## src/logic/icu_pkg.sv

```systemverilog
// Package for the input capture unit: register map, fields, modes.
// Assumes a 32-bit APB slave with word-aligned registers.
package icu_pkg;
  localparam int ICU_AW = 8;
  // Printed offset 0x17 is not a multiple of four: kept as an index
  localparam logic [7:0] ICU_IDX_MODE_CTRL = 8'h17;
  localparam logic [7:0] ICU_IDX_CAP_LOW = 8'h15;
  localparam logic [7:0] ICU_IDX_CAP_HIGH = 8'h16;
  localparam logic [7:0] ICU_IDX_STATUS = 8'h20;
  localparam logic [7:0] ICU_IDX_MASK = 8'h21;
  localparam logic [7:0] ICU_IDX_PIN_CTRL = 8'h22;
  localparam logic [5:0] ICU_MODE_CTRL_RESET = 6'h00;
  localparam int ICU_MODE_LSB = 0;
  localparam int ICU_MODE_MSB = 3;
  localparam int ICU_DUTY_LSB = 4;
  localparam int ICU_DUTY_MSB = 5;
  localparam int ICU_CTRL_W = 6;
  localparam int ICU_ST_CAPTURE = 0;
  localparam int ICU_ST_COMPARE = 1;
  localparam int ICU_ST_W = 2;
  localparam int ICU_PIN_DIR0 = 0;
  localparam int ICU_PIN_DIR3 = 1;
  localparam int ICU_PIN_DATA = 2;
  localparam int ICU_PIN_W = 3;
  localparam logic [2:0] ICU_PIN_RESET = 3'h3;
  localparam logic [3:0] ICU_M_OFF = 4'h0;
  localparam logic [3:0] ICU_M_CAP_FALL = 4'h4;
  localparam logic [3:0] ICU_M_CAP_RISE = 4'h5;
  localparam logic [3:0] ICU_M_CAP_RISE4 = 4'h6;
  localparam logic [3:0] ICU_M_CAP_RISE16 = 4'h7;
  localparam logic [3:0] ICU_M_CMP_SET = 4'h8;
  localparam logic [3:0] ICU_M_CMP_CLR = 4'h9;
  localparam logic [3:0] ICU_M_CMP_SWI = 4'hA;
  localparam logic [3:0] ICU_M_CMP_SPECIAL = 4'hB;
  localparam logic [3:0] ICU_DIV4_LAST = 4'h3;
  localparam logic [3:0] ICU_DIV16_LAST = 4'hF;
  typedef enum logic [1:0] {
    ICU_EDGE_NONE_TYPE_UNUSED_HELPER
  } icu_unused_type;
endpackage

```

## src/logic/icu_top.sv

```systemverilog
// Input capture unit with its mode control register, APB slave.
// Assumes the timer count arrives on sys_clk_i from synchronous logic.
// What this block does
// Control bits 7-6 read zero; bits 5-0 read/write, reset to zero.
// Bits 5-4 hold duty low bits; unused in capture and compare.
// Mode zero disables the unit and resets its internal state.
// Each qualifying event copies the 16-bit timer into the capture pair.
// Events: every falling, every rising, every 4th or 16th rising edge.
// Each capture sets the event flag; only software clears it.
// A new capture overwrites an unread earlier value.
// Software should make the capture pin an input.
// With pin as output, a port write can make a capture edge.
// Location select picks port bit 0 or 3 and its direction bit.
// Timer must be in timer or synchronised counter mode.
// Mode change may raise a false flag; software clears it.
// Prescaler clears when off or not in capture mode.
// Switching prescaler directly keeps the count and may flag.
// Software turns unit off before loading a new prescaler.
// Software-interrupt compare match only sets the flag.
// Special event match resets timer, starts conversion, no overflow flag.
// Divided modes count rising edges, capture on 4th/16th, restart.
`timescale 1ns/1ps
`default_nettype none
module icu_top
  import icu_pkg::*;
#(
  parameter int TIMER_W = 16
) (
  input wire logic sys_clk_i,
  input wire logic rst_n_i,
  input wire logic psel,
  input wire logic penable,
  input wire logic pwrite,
  input wire logic [31:0] paddr,
  input wire logic [31:0] pwdata,
  output logic [31:0] prdata,
  output logic pready,
  output logic pslverr,
  input wire logic [TIMER_W-1:0] first_timer_count_i,
  input wire logic unit_pin_location_select_i,
  input wire logic port_b0_pin_i,
  input wire logic port_b3_pin_i,
  output logic unit_pin_o,
  output logic unit_pin_oe_o,
  output logic first_timer_reset_o,
  output logic convert_start_o,
  output logic irq_o
);
  if (TIMER_W != 16) begin : g_bad_width
    $error("TIMER_W must be 16");
  end

  logic [ICU_CTRL_W-1:0] mode_ctrl;
  logic [TIMER_W-1:0] capture_value_pair;
  logic [ICU_ST_W-1:0] status;
  logic [ICU_ST_W-1:0] mask;
  logic [ICU_PIN_W-1:0] pin_ctrl;
  logic [3:0] presc;
  logic rise;
  logic fall;
  logic cap_event;
  logic cmp_match;
  logic pin_level;
  logic wr_en;
  logic rd_en;
  logic [7:0] idx;
  logic [ICU_ST_W-1:0] wdat_st;

  function automatic logic is_capture(input logic [3:0] m);
    is_capture = (m[3:2] == ICU_M_CAP_FALL[3:2]);
  endfunction

  function automatic logic is_compare(input logic [3:0] m);
    is_compare = (m[3:2] == ICU_M_CMP_SET[3:2]);
  endfunction

  wire logic [3:0] mode = mode_ctrl[ICU_MODE_MSB:ICU_MODE_LSB];

  // APB: zero wait states, word index from byte address
  // Read data loads in setup so it stands at the access edge
  assign idx = paddr[9:2];
  assign wr_en = psel & penable & pwrite;
  assign rd_en = psel & ~penable & ~pwrite;
  assign pready = 1'b1;
  assign wdat_st = pwdata[ICU_ST_W-1:0];

  always_comb begin
    case (idx)
      ICU_IDX_MODE_CTRL, ICU_IDX_CAP_LOW, ICU_IDX_CAP_HIGH,
      ICU_IDX_STATUS, ICU_IDX_MASK, ICU_IDX_PIN_CTRL: pslverr = 1'b0;
      default: pslverr = psel & penable;
    endcase
  end

  always_ff @(posedge sys_clk_i or negedge rst_n_i) begin
    if (!rst_n_i) begin
      prdata <= 32'h0000_0000;
    end else if (rd_en) begin
      case (idx)
        // Upper two bits not implemented
        ICU_IDX_MODE_CTRL: prdata <= {26'h0, mode_ctrl};
        ICU_IDX_CAP_LOW: prdata <= {24'h0, capture_value_pair[7:0]};
        ICU_IDX_CAP_HIGH: prdata <= {24'h0, capture_value_pair[15:8]};
        ICU_IDX_STATUS: prdata <= {30'h0, status};
        ICU_IDX_MASK: prdata <= {30'h0, mask};
        ICU_IDX_PIN_CTRL: prdata <= {29'h0, pin_ctrl};
        default: prdata <= 32'h0000_0000;
      endcase
    end
  end

  // Control register
  always_ff @(posedge sys_clk_i or negedge rst_n_i) begin
    if (!rst_n_i) begin
      mode_ctrl <= ICU_MODE_CTRL_RESET;
    end else if (wr_en && idx == ICU_IDX_MODE_CTRL) begin
      mode_ctrl <= pwdata[ICU_CTRL_W-1:0];
    end
  end

  always_ff @(posedge sys_clk_i or negedge rst_n_i) begin
    if (!rst_n_i) begin
      mask <= '0;
      pin_ctrl <= ICU_PIN_RESET;
    end else if (wr_en) begin
      if (idx == ICU_IDX_MASK) mask <= wdat_st;
      if (idx == ICU_IDX_PIN_CTRL) pin_ctrl <= pwdata[ICU_PIN_W-1:0];
    end
  end

  // Pin location and direction; an output pin is read back as its drive
  logic sel_dir;
  logic sel_pin;
  assign sel_dir = unit_pin_location_select_i ?
    pin_ctrl[ICU_PIN_DIR3] : pin_ctrl[ICU_PIN_DIR0];
  assign sel_pin = unit_pin_location_select_i ?
    port_b3_pin_i : port_b0_pin_i;
  // Direction bit high means input
  assign unit_pin_oe_o = ~sel_dir;
  assign unit_pin_o = pin_ctrl[ICU_PIN_DATA];
  assign pin_level = sel_dir ? sel_pin : pin_ctrl[ICU_PIN_DATA];

  icu_edge_sync u_sync (
    .sys_clk_i(sys_clk_i),
    .rst_n_i(rst_n_i),
    .pin_i(pin_level),
    .rise_o(rise),
    .fall_o(fall)
  );

  // Prescaler: cleared only when off or outside capture, so a direct
  // switch between capture settings keeps a partly advanced count.
  always_ff @(posedge sys_clk_i or negedge rst_n_i) begin
    if (!rst_n_i) begin
      presc <= '0;
    end else if (!is_capture(mode)) begin
      presc <= '0;
    end else if (rise && (mode == ICU_M_CAP_RISE4 ||
                          mode == ICU_M_CAP_RISE16)) begin
      if ((mode == ICU_M_CAP_RISE4 && presc[1:0] == ICU_DIV4_LAST[1:0]) ||
          (mode == ICU_M_CAP_RISE16 && presc == ICU_DIV16_LAST)) begin
        presc <= '0;
      end else begin
        presc <= presc + 4'h1;
      end
    end
  end

  always_comb begin
    case (mode)
      ICU_M_CAP_FALL: cap_event = fall;
      ICU_M_CAP_RISE: cap_event = rise;
      ICU_M_CAP_RISE4:
        cap_event = rise && presc[1:0] == ICU_DIV4_LAST[1:0];
      ICU_M_CAP_RISE16:
        cap_event = rise && presc == ICU_DIV16_LAST;
      default: cap_event = 1'b0;
    endcase
  end

  // Latest capture always wins; no lock against unread values
  always_ff @(posedge sys_clk_i or negedge rst_n_i) begin
    if (!rst_n_i) begin
      capture_value_pair <= '0;
    end else if (cap_event) begin
      capture_value_pair <= first_timer_count_i;
    end else if (wr_en && !is_capture(mode)) begin
      if (idx == ICU_IDX_CAP_LOW) capture_value_pair[7:0] <= pwdata[7:0];
      if (idx == ICU_IDX_CAP_HIGH) capture_value_pair[15:8] <= pwdata[7:0];
    end
  end

  // Compare match against the held value, edge of equality only
  logic match_q;
  wire logic match_now = is_compare(mode) &&
    first_timer_count_i == capture_value_pair;
  always_ff @(posedge sys_clk_i or negedge rst_n_i) begin
    if (!rst_n_i) begin
      match_q <= 1'b0;
    end else begin
      match_q <= match_now;
    end
  end
  assign cmp_match = match_now & ~match_q;

  always_ff @(posedge sys_clk_i or negedge rst_n_i) begin
    if (!rst_n_i) begin
      first_timer_reset_o <= 1'b0;
      convert_start_o <= 1'b0;
    end else begin
      // Only a pulse; the timer's overflow flag is not touched here
      first_timer_reset_o <= cmp_match && mode == ICU_M_CMP_SPECIAL;
      convert_start_o <= cmp_match && mode == ICU_M_CMP_SPECIAL;
    end
  end

  // Sticky flags: set wins over write-one-to-clear
  logic [ICU_ST_W-1:0] set_st;
  assign set_st[ICU_ST_CAPTURE] = cap_event;
  assign set_st[ICU_ST_COMPARE] = cmp_match;
  always_ff @(posedge sys_clk_i or negedge rst_n_i) begin
    if (!rst_n_i) begin
      status <= '0;
    end else begin
      if (wr_en && idx == ICU_IDX_STATUS) begin
        status <= (status & ~wdat_st) | set_st;
      end else begin
        status <= status | set_st;
      end
    end
  end

  always_ff @(posedge sys_clk_i or negedge rst_n_i) begin
    if (!rst_n_i) begin
      irq_o <= 1'b0;
    end else begin
      irq_o <= |(status & mask);
    end
  end
endmodule
`default_nettype wire

```

## src/logic/icu_edge_sync.sv

```systemverilog
// Two-flop synchroniser with edge detection for the capture pin.
// Assumes pin_i is asynchronous to sys_clk_i.
`timescale 1ns/1ps
`default_nettype none
module icu_edge_sync (
  input wire logic sys_clk_i,
  input wire logic rst_n_i,
  input wire logic pin_i,
  output logic rise_o,
  output logic fall_o
);
  logic meta;
  logic sync;
  logic last;
  logic [2:0] fill;

  always_ff @(posedge sys_clk_i or negedge rst_n_i) begin
    if (!rst_n_i) begin
      meta <= 1'b0;
      sync <= 1'b0;
      last <= 1'b0;
    end else begin
      meta <= pin_i;
      sync <= meta;
      last <= sync;
    end
  end

  // Hides the false edge while the chain fills after reset
  always_ff @(posedge sys_clk_i or negedge rst_n_i) begin
    if (!rst_n_i) begin
      fill <= 3'h0;
    end else begin
      fill <= {fill[1:0], 1'b1};
    end
  end

  assign rise_o = sync & ~last & fill[2];
  assign fall_o = ~sync & last & fill[2];
endmodule
`default_nettype wire

```

## config.mk

```make
export PLATFORM = sky130hd
export DESIGN_NAME = icu_top
export DESIGN_NICKNAME = d
export VERILOG_FILES = /design/src/logic/icu_pkg.sv /design/src/logic/icu_top.sv /design/src/logic/icu_edge_sync.sv
export SDC_FILE = /design/constraint.sdc
export NUM_CORES = 1
export LEC_CHECK = 0
export BUFFER_PORTS_ARGS = -buffer_cell sky130_fd_sc_hd__buf_2
export CAP_MARGIN = 0
export CORE_ASPECT_RATIO = 1.4
export CORE_MARGIN = 1
export CORE_UTILIZATION = 45
export DETAILED_ROUTE_END_ITERATION = 8
export GPL_ROUTABILITY_DRIVEN = 0
export HOLD_SLACK_MARGIN = 0.02
export PLACE_DENSITY = 0.88
export SLEW_MARGIN = 20
export SYNTH_ARGS = -nofsm -noshare
export SYNTH_HDL_FRONTEND = slang
export SYNTH_SLANG_ARGS = --single-unit
export TNS_END_PERCENT = 100
```

## constraint.sdc

```tcl
create_clock -name sys_clk_i -period 2 [get_ports sys_clk_i]
set_input_delay 0.3 -clock sys_clk_i [delete_from_list [all_inputs] [get_ports sys_clk_i]]
set_output_delay 0.3 -clock sys_clk_i [all_outputs]
set_load 0.005 [all_outputs]
```

* Yosys cells after proc, flatten, opt, wreduce, memory -nomap -nowiden
Cells that the tools add are included.
W data, S select, Z words.
** Storage, ports and cells
- Word-level logic and storage cells :: 89
- Bits in registers :: 74
- Output and inout port bits :: 39
** Cells by class
- $add $sub $neg :: 1
- Mux-type cells :: 14
- Reductions and logical operators :: 22
- Bitwise operators :: 20
- Equal/unequal tests :: 17
** Operators with widths (number)
- $pmux W8 S6 :: 1
- $mux W16 :: 2
- $eq A8 B5 Y1 const B :: 3
- $eq A8 B6 Y1 const B :: 3
- $eq A16 B16 Y1 :: 1
- $eq A4 B3 Y1 const B :: 4
- $mux W8 :: 2
- $mux W4 :: 3
- $logic_and A1 B1 Y1 :: 10
- $and A1 B1 Y1 :: 9
- $eq A4 B4 Y1 const B :: 2
- $reduce_and A2 Y1 :: 4
- $not A1 Y1 :: 6
- $reduce_bool A2 Y1 :: 3
- $reduce_or A6 Y1 :: 1
- $add A4 B1 Y4 const B :: 1
- $and A2 B2 Y2 :: 2
- $eq A2 B2 Y1 const B :: 2
- $mux W1 :: 4
- $or A2 B2 Y2 :: 2
- $pmux W1 S4 :: 1
- $eq A2 B1 Y1 const B :: 1
- $logic_or A1 B1 Y1 :: 2
- $mux W2 :: 1
- 4 further kinds :: 4

* Longest topological paths before layout
- Depth in word-level cells :: 7
- Depth in mapped cells :: 7

* Hierarchy
A second synthesis with hierarchy kept.
** Second synthesis, totals
- Cell total of the unflattened synthesis :: 296
- Area, all modules :: 2930.3 µm²
** Modules (own cells, without submodules)
- icu_top :: sequential area each 1103.6 µm², cells an instance 287, times used 1, area an instance 2758.9 µm²
- icu_edge_sync :: sequential area each 150.1 µm², cells an instance 9, times used 1, area an instance 171.4 µm²

* Worst setup path before layout
Ideal clock, no wire load.
- Kind :: input to register
- From :: input port paddr[5]
- To :: register mode_ctrl[0]
- Stages on the path :: 7
- Data required time :: 1.875 ns
- Path buffers :: 2
- Arrival :: 1.575 ns
- Path slack :: 0.300 ns
- Cells stage by stage :: nor3_2 and4_2 buf_6 and2_4 and3_4 buf_6 mux2_2
** On the way
- Cells in the longest elaborated chain, start to end :: 2
** RTL lines
- start, declared :: line icu_top.sv:34 : input wire logic [31:0] paddr,
- $eq A8 B5 Y1 :: line icu_top.sv:116 : end else if (wr_en && idx == ICU_IDX_MODE_CTRL) begin
- $logic_and A1 B1 Y1 :: line icu_top.sv:116
- end signal, assigned :: line icu_top.sv:117 : mode_ctrl <= pwdata[ICU_CTRL_W-1:0];
- end, declared :: line icu_top.sv:53 : logic [ICU_CTRL_W-1:0] mode_ctrl;
No other way between the ends.
A chain may end at the register's enable or synchronous reset.

* Worst setup path after layout
- From :: input port paddr[2]
- To :: output port pslverr
** On the way
- Cells in the longest elaborated chain, start to end :: 3
- Elaborated cells between the ends (all ways) :: 8
** RTL lines
- $eq A8 B5 Y1 / $eq A8 B6 Y1 (equally long branches) :: line icu_top.sv:88 : case (idx)
- $reduce_or A6 Y1 * :: line icu_top.sv:88
- $mux W1 * :: line icu_top.sv:88
- end, declared :: line icu_top.sv:38 : output logic pslverr,
Every way passes the cells marked *; elsewhere a longest branch is shown, timed or not.

==> impl_metrics.py <==
metrics = {
    "synth": {
        "ys_top_cells_by_area": "dfrtp_1 (42%), mux2i_1 (7.3%), mux2_2 (7.0%)",
        "ys_async_sr_fraction": 1.00,
        "synth_top_area_share": 0.415,
        "synth_enable_flop_cells": 0,
        "seq_area_frac_synth": 0.433,
        "synth_ff_type": "dfrtp_1",
        "ys_types": 49,
        "netlist_instances": 270,
        "syn_area_um2": 2890,
        "ys_ff_latch": 50,
        "synth_top_area_cell": "dfrtp_1",
        "yosys_warnings": 0,
        "syn_avg_cell_area_um2": 10.7,
    },
    "sta": {
        "post-route-min-period_ns": 1.69,
        "timing.hold.ws_ns": 0.222,
        "final.setup_skew_ns": 0.00995,
        "tns_ns": 0,
        "max_freq_ghz": 0.590,
        "finalCritPeriodShare": 0.847,
        "final-hold-violation-count": 0,
        "slew_viol_final": 0,
        "rsz0062_at_grt": "no",
        "setup_violations": 0,
    },
    "floorplanning": {
        "fp.coreArea_um2": 6210,
        "rows": 34,
        "die_h_um": 96.9,
        "start_util": 0.466,
        "die_area_um2": 6760,
        "die_w_um": 69.8,
        "io_pins": 127,
    },
    "power": {
        "p_leak_nw": 1.67,
        "ir_worst_vdd_mv": 0.264,
        "p_per_area_nw_per_um2": 569,
    },
    "finish": {
        "area_delta_synth_final_pct": 11.6,
        "antenna_cells": 0,
        "drive_above_1_share": 0.303,
        "layout.nets": 416,
        "design_area_um2": 3230,
        "postLayoutCoreUtil": 0.520,
    },
    "drt": {
        "vias": 2173,
        "totalWireLength_um": 5940,
        "first_pass_iters": 4,
        "wl_per_cell_um": 14.9,
        "drt_iter0_drc": 153,
        "via_per_inst": 5.45,
        "antenna_left": 0,
        "drc": 0,
    },
    "critical_path": {
        "cp.required_ns": 1.70,
        "reg2reg_depth": 7,
        "cp-end-kind": "output pin",
        "critPathSlowestCell": "buf_2",
        "critPathKind": "in2out",
        "slowest_delay_ns": 0.31,
        "critPathMostFrequentCell": "buf_2",
        "crit_chain": "buf_2, nor2_1, and4b_1, o21ai_0, and3_1, buf_2",
        "cp_max_fo": 14,
        "arrival_ns": 1.39,
        "worstSetupStartpointType": "primary input",
    },
    "clock_network": {
        "cts_resized": 0,
        "cts_setup_buffers": 0,
        "clk_pin_slew_ns": 0.09,
        "clock_path_buffers": 2,
        "clock_latency_ns": 0.30,
        "h-tree-depth": 2,
        "clock-sinks": 50,
        "cts_tree": "built",
        "root_buffer": "clkbuf_8",
        "cts_made_buffers": 5,
    },
    "global_routing": {
        "grt_start_max_net_pins": 34,
        "grt_pass1_wl_um": 9600,
        "gr-total-overflow": 0,
        "grt_pass1_vias": 2031,
        "grt_use_total": 0.179,
        "antenna_found_initial": 0,
    },
    "placement": {
        "place_area_um2": 3130,
        "post-dp-hpwl_um": 4500,
        "port_buffers": 53,
    },
    "run_status": {
        "outcome": "complete, no violations",
    },
    "worst_hold_path": {
        "hold_path.class": "in2reg",
        "min_path_cells": 3,
    },
    "job": {
        "max-cap-violations": 0,
    },
}
==> cells by family (layout without fill, tap and decap cells) <==
family / count (synthesis) / in the layout / share of synthesized area
xor+xnor: 16 / 16 / 0.0484
other cells: 2 / 26 / 0.00260
buf+inv: 40 / 73 / 0.102
simple gates: 69 / 69 / 0.136
fa+ha+maj: 2 / 2 / 0.00865
compound gates: 52 / 52 / 0.127
flops: 50 / 50 / 0.433
mux: 39 / 39 / 0.143
==> placed cells by master (no fill, tap or decap), drive strengths merged, types with 2 or more instances in the layout <==
| cell type | netlist | routed |
|---|---|---|
| o21ai | 23 | 23 |
| xor2 | 4 | 4 |
| mux2 | 18 | 18 |
| nor3 | 4 | 4 |
| nor4b | 2 | 2 |
| a22o | 12 | 12 |
| dfrtp | 48 | 48 |
| nand4 | 6 | 6 |
| or3b | 2 | 2 |
| ha | 2 | 2 |
| inv | 3 | 3 |
| nand3 | 6 | 6 |
| a31oi | 3 | 3 |
| and3 | 4 | 4 |
| a21oi | 4 | 4 |
| dfstp | 2 | 2 |
| nor2 | 11 | 11 |
| nor2b | 2 | 2 |
| xnor2 | 12 | 12 |
| clkbuf | 4 | 7 |
| conb | 2 | 26 |
| a32oi | 3 | 3 |
| buf | 33 | 61 |
| mux2i | 21 | 21 |
| nand2 | 25 | 25 |
==> flip-flops by register name, indices dropped and copies added, names as in the netlist <==
signal              flops
match_q                 1
u_sync.fill             3
status                  2
mask                    2
prdata                  8
u_sync.last             1
presc                   4
u_sync.meta             1
capture_value_pair     16
mode_ctrl               6
u_sync.sync             1
pin_ctrl                3
irq_o                   1
convert_start_o         1
==> synth_stat cells, types with 2 or more instances <==
cell and instances:
buf_4 26, conb_1 2, nor2b_1 2, xor2_1 4, dfrtp_1 48, ha_1 2, inv_1 3, nor3_1 3
o21ai_0 21, xnor2_1 12, nor2_1 11, a32oi_1 3, nand2_1 25, a21oi_1 4, buf_6 6, dfstp_2 2
clkbuf_1 4, mux2i_1 21, nand3_1 5, and3_1 3, a31oi_1 3, mux2_2 18, a22o_1 12, nand4_1 5
==> final timing paths <==
kind	to	start	slack, ns
hold reg to reg	u_sync.fill[2]$_DFF_PN0_	u_sync.fill[1]$_DFF_PN0_	0.36
min in group asynchronous	capture_value_pair[5]$_DFFE_PN0P_	rst_n_i	0.45
setup reg to reg	capture_value_pair[13]$_DFFE_PN0P_	presc[0]$_DFFE_PN0P_	0.33
setup / recovery	pslverr	paddr[2]	0.31
hold / removal	capture_value_pair[6]$_DFFE_PN0P_	first_timer_count_i[6]	0.22
max in group asynchronous	pin_ctrl[0]$_DFFE_PN1P_	rst_n_i	0.90
==> repair_timing <==
item                                   4_1_cts  5_1_grt
setup endpoints to repair                    0        0
hold buffers                                 1        0
endpoints found under the hold margin       14        0
==> final cells by class <==
cell class,count,area [um^2]
clock inverter,1,5.00
clock buffer,7,86.3
inverter,3,11.3
multi-input combinational,204,1440
sequential,50,1250
tap,72,90.1
fill,542,2980
timing repair buffer,62,348
==> report_power, final <==
part	total, W	switching, W	internal [W]
clock network	0.000599	0.000319	0.000279
logic	0.000195	0.000112	0.0000822
registers	0.00104	0.0000136	0.00103
total	0.00184	0.000445	0.00139
==> worst max-delay path: cells and delay by family <==
kind,cells,cell delay (ns)
buffers and inverters,2,0.43
AND/OR/NAND/NOR,3,0.58
AO/OA/AOI/OAI,1,0.07
==> routing by layer <==
layer / up-vias / global-route usage / routed length, um / part of all wire
met5: - / 0 / 0 / 0
met3: 13 / 0.0323 / 240 / 0.040
met4: 0 / 0.0800 / 149 / 0.025
li1: 1025 / - / - / -
met2: 68 / 0.295 / 3000 / 0.51
met1: 1067 / 0.227 / 2550 / 0.43
==> per-stage QoR <==
stage          worst slack, ns  power [W]  std cells
3_3_place_gp             0.127    0.00125        390
3_5_place_dp            0.0917    0.00126        390
5_1_grt                  0.213    0.00190        399
2_1_floorplan            0.300    0.00118        294
6_report                 0.305    0.00184        399
4_1_cts                  0.321    0.00185        399
No activity file was read; power rests on OpenSTA's default activity.
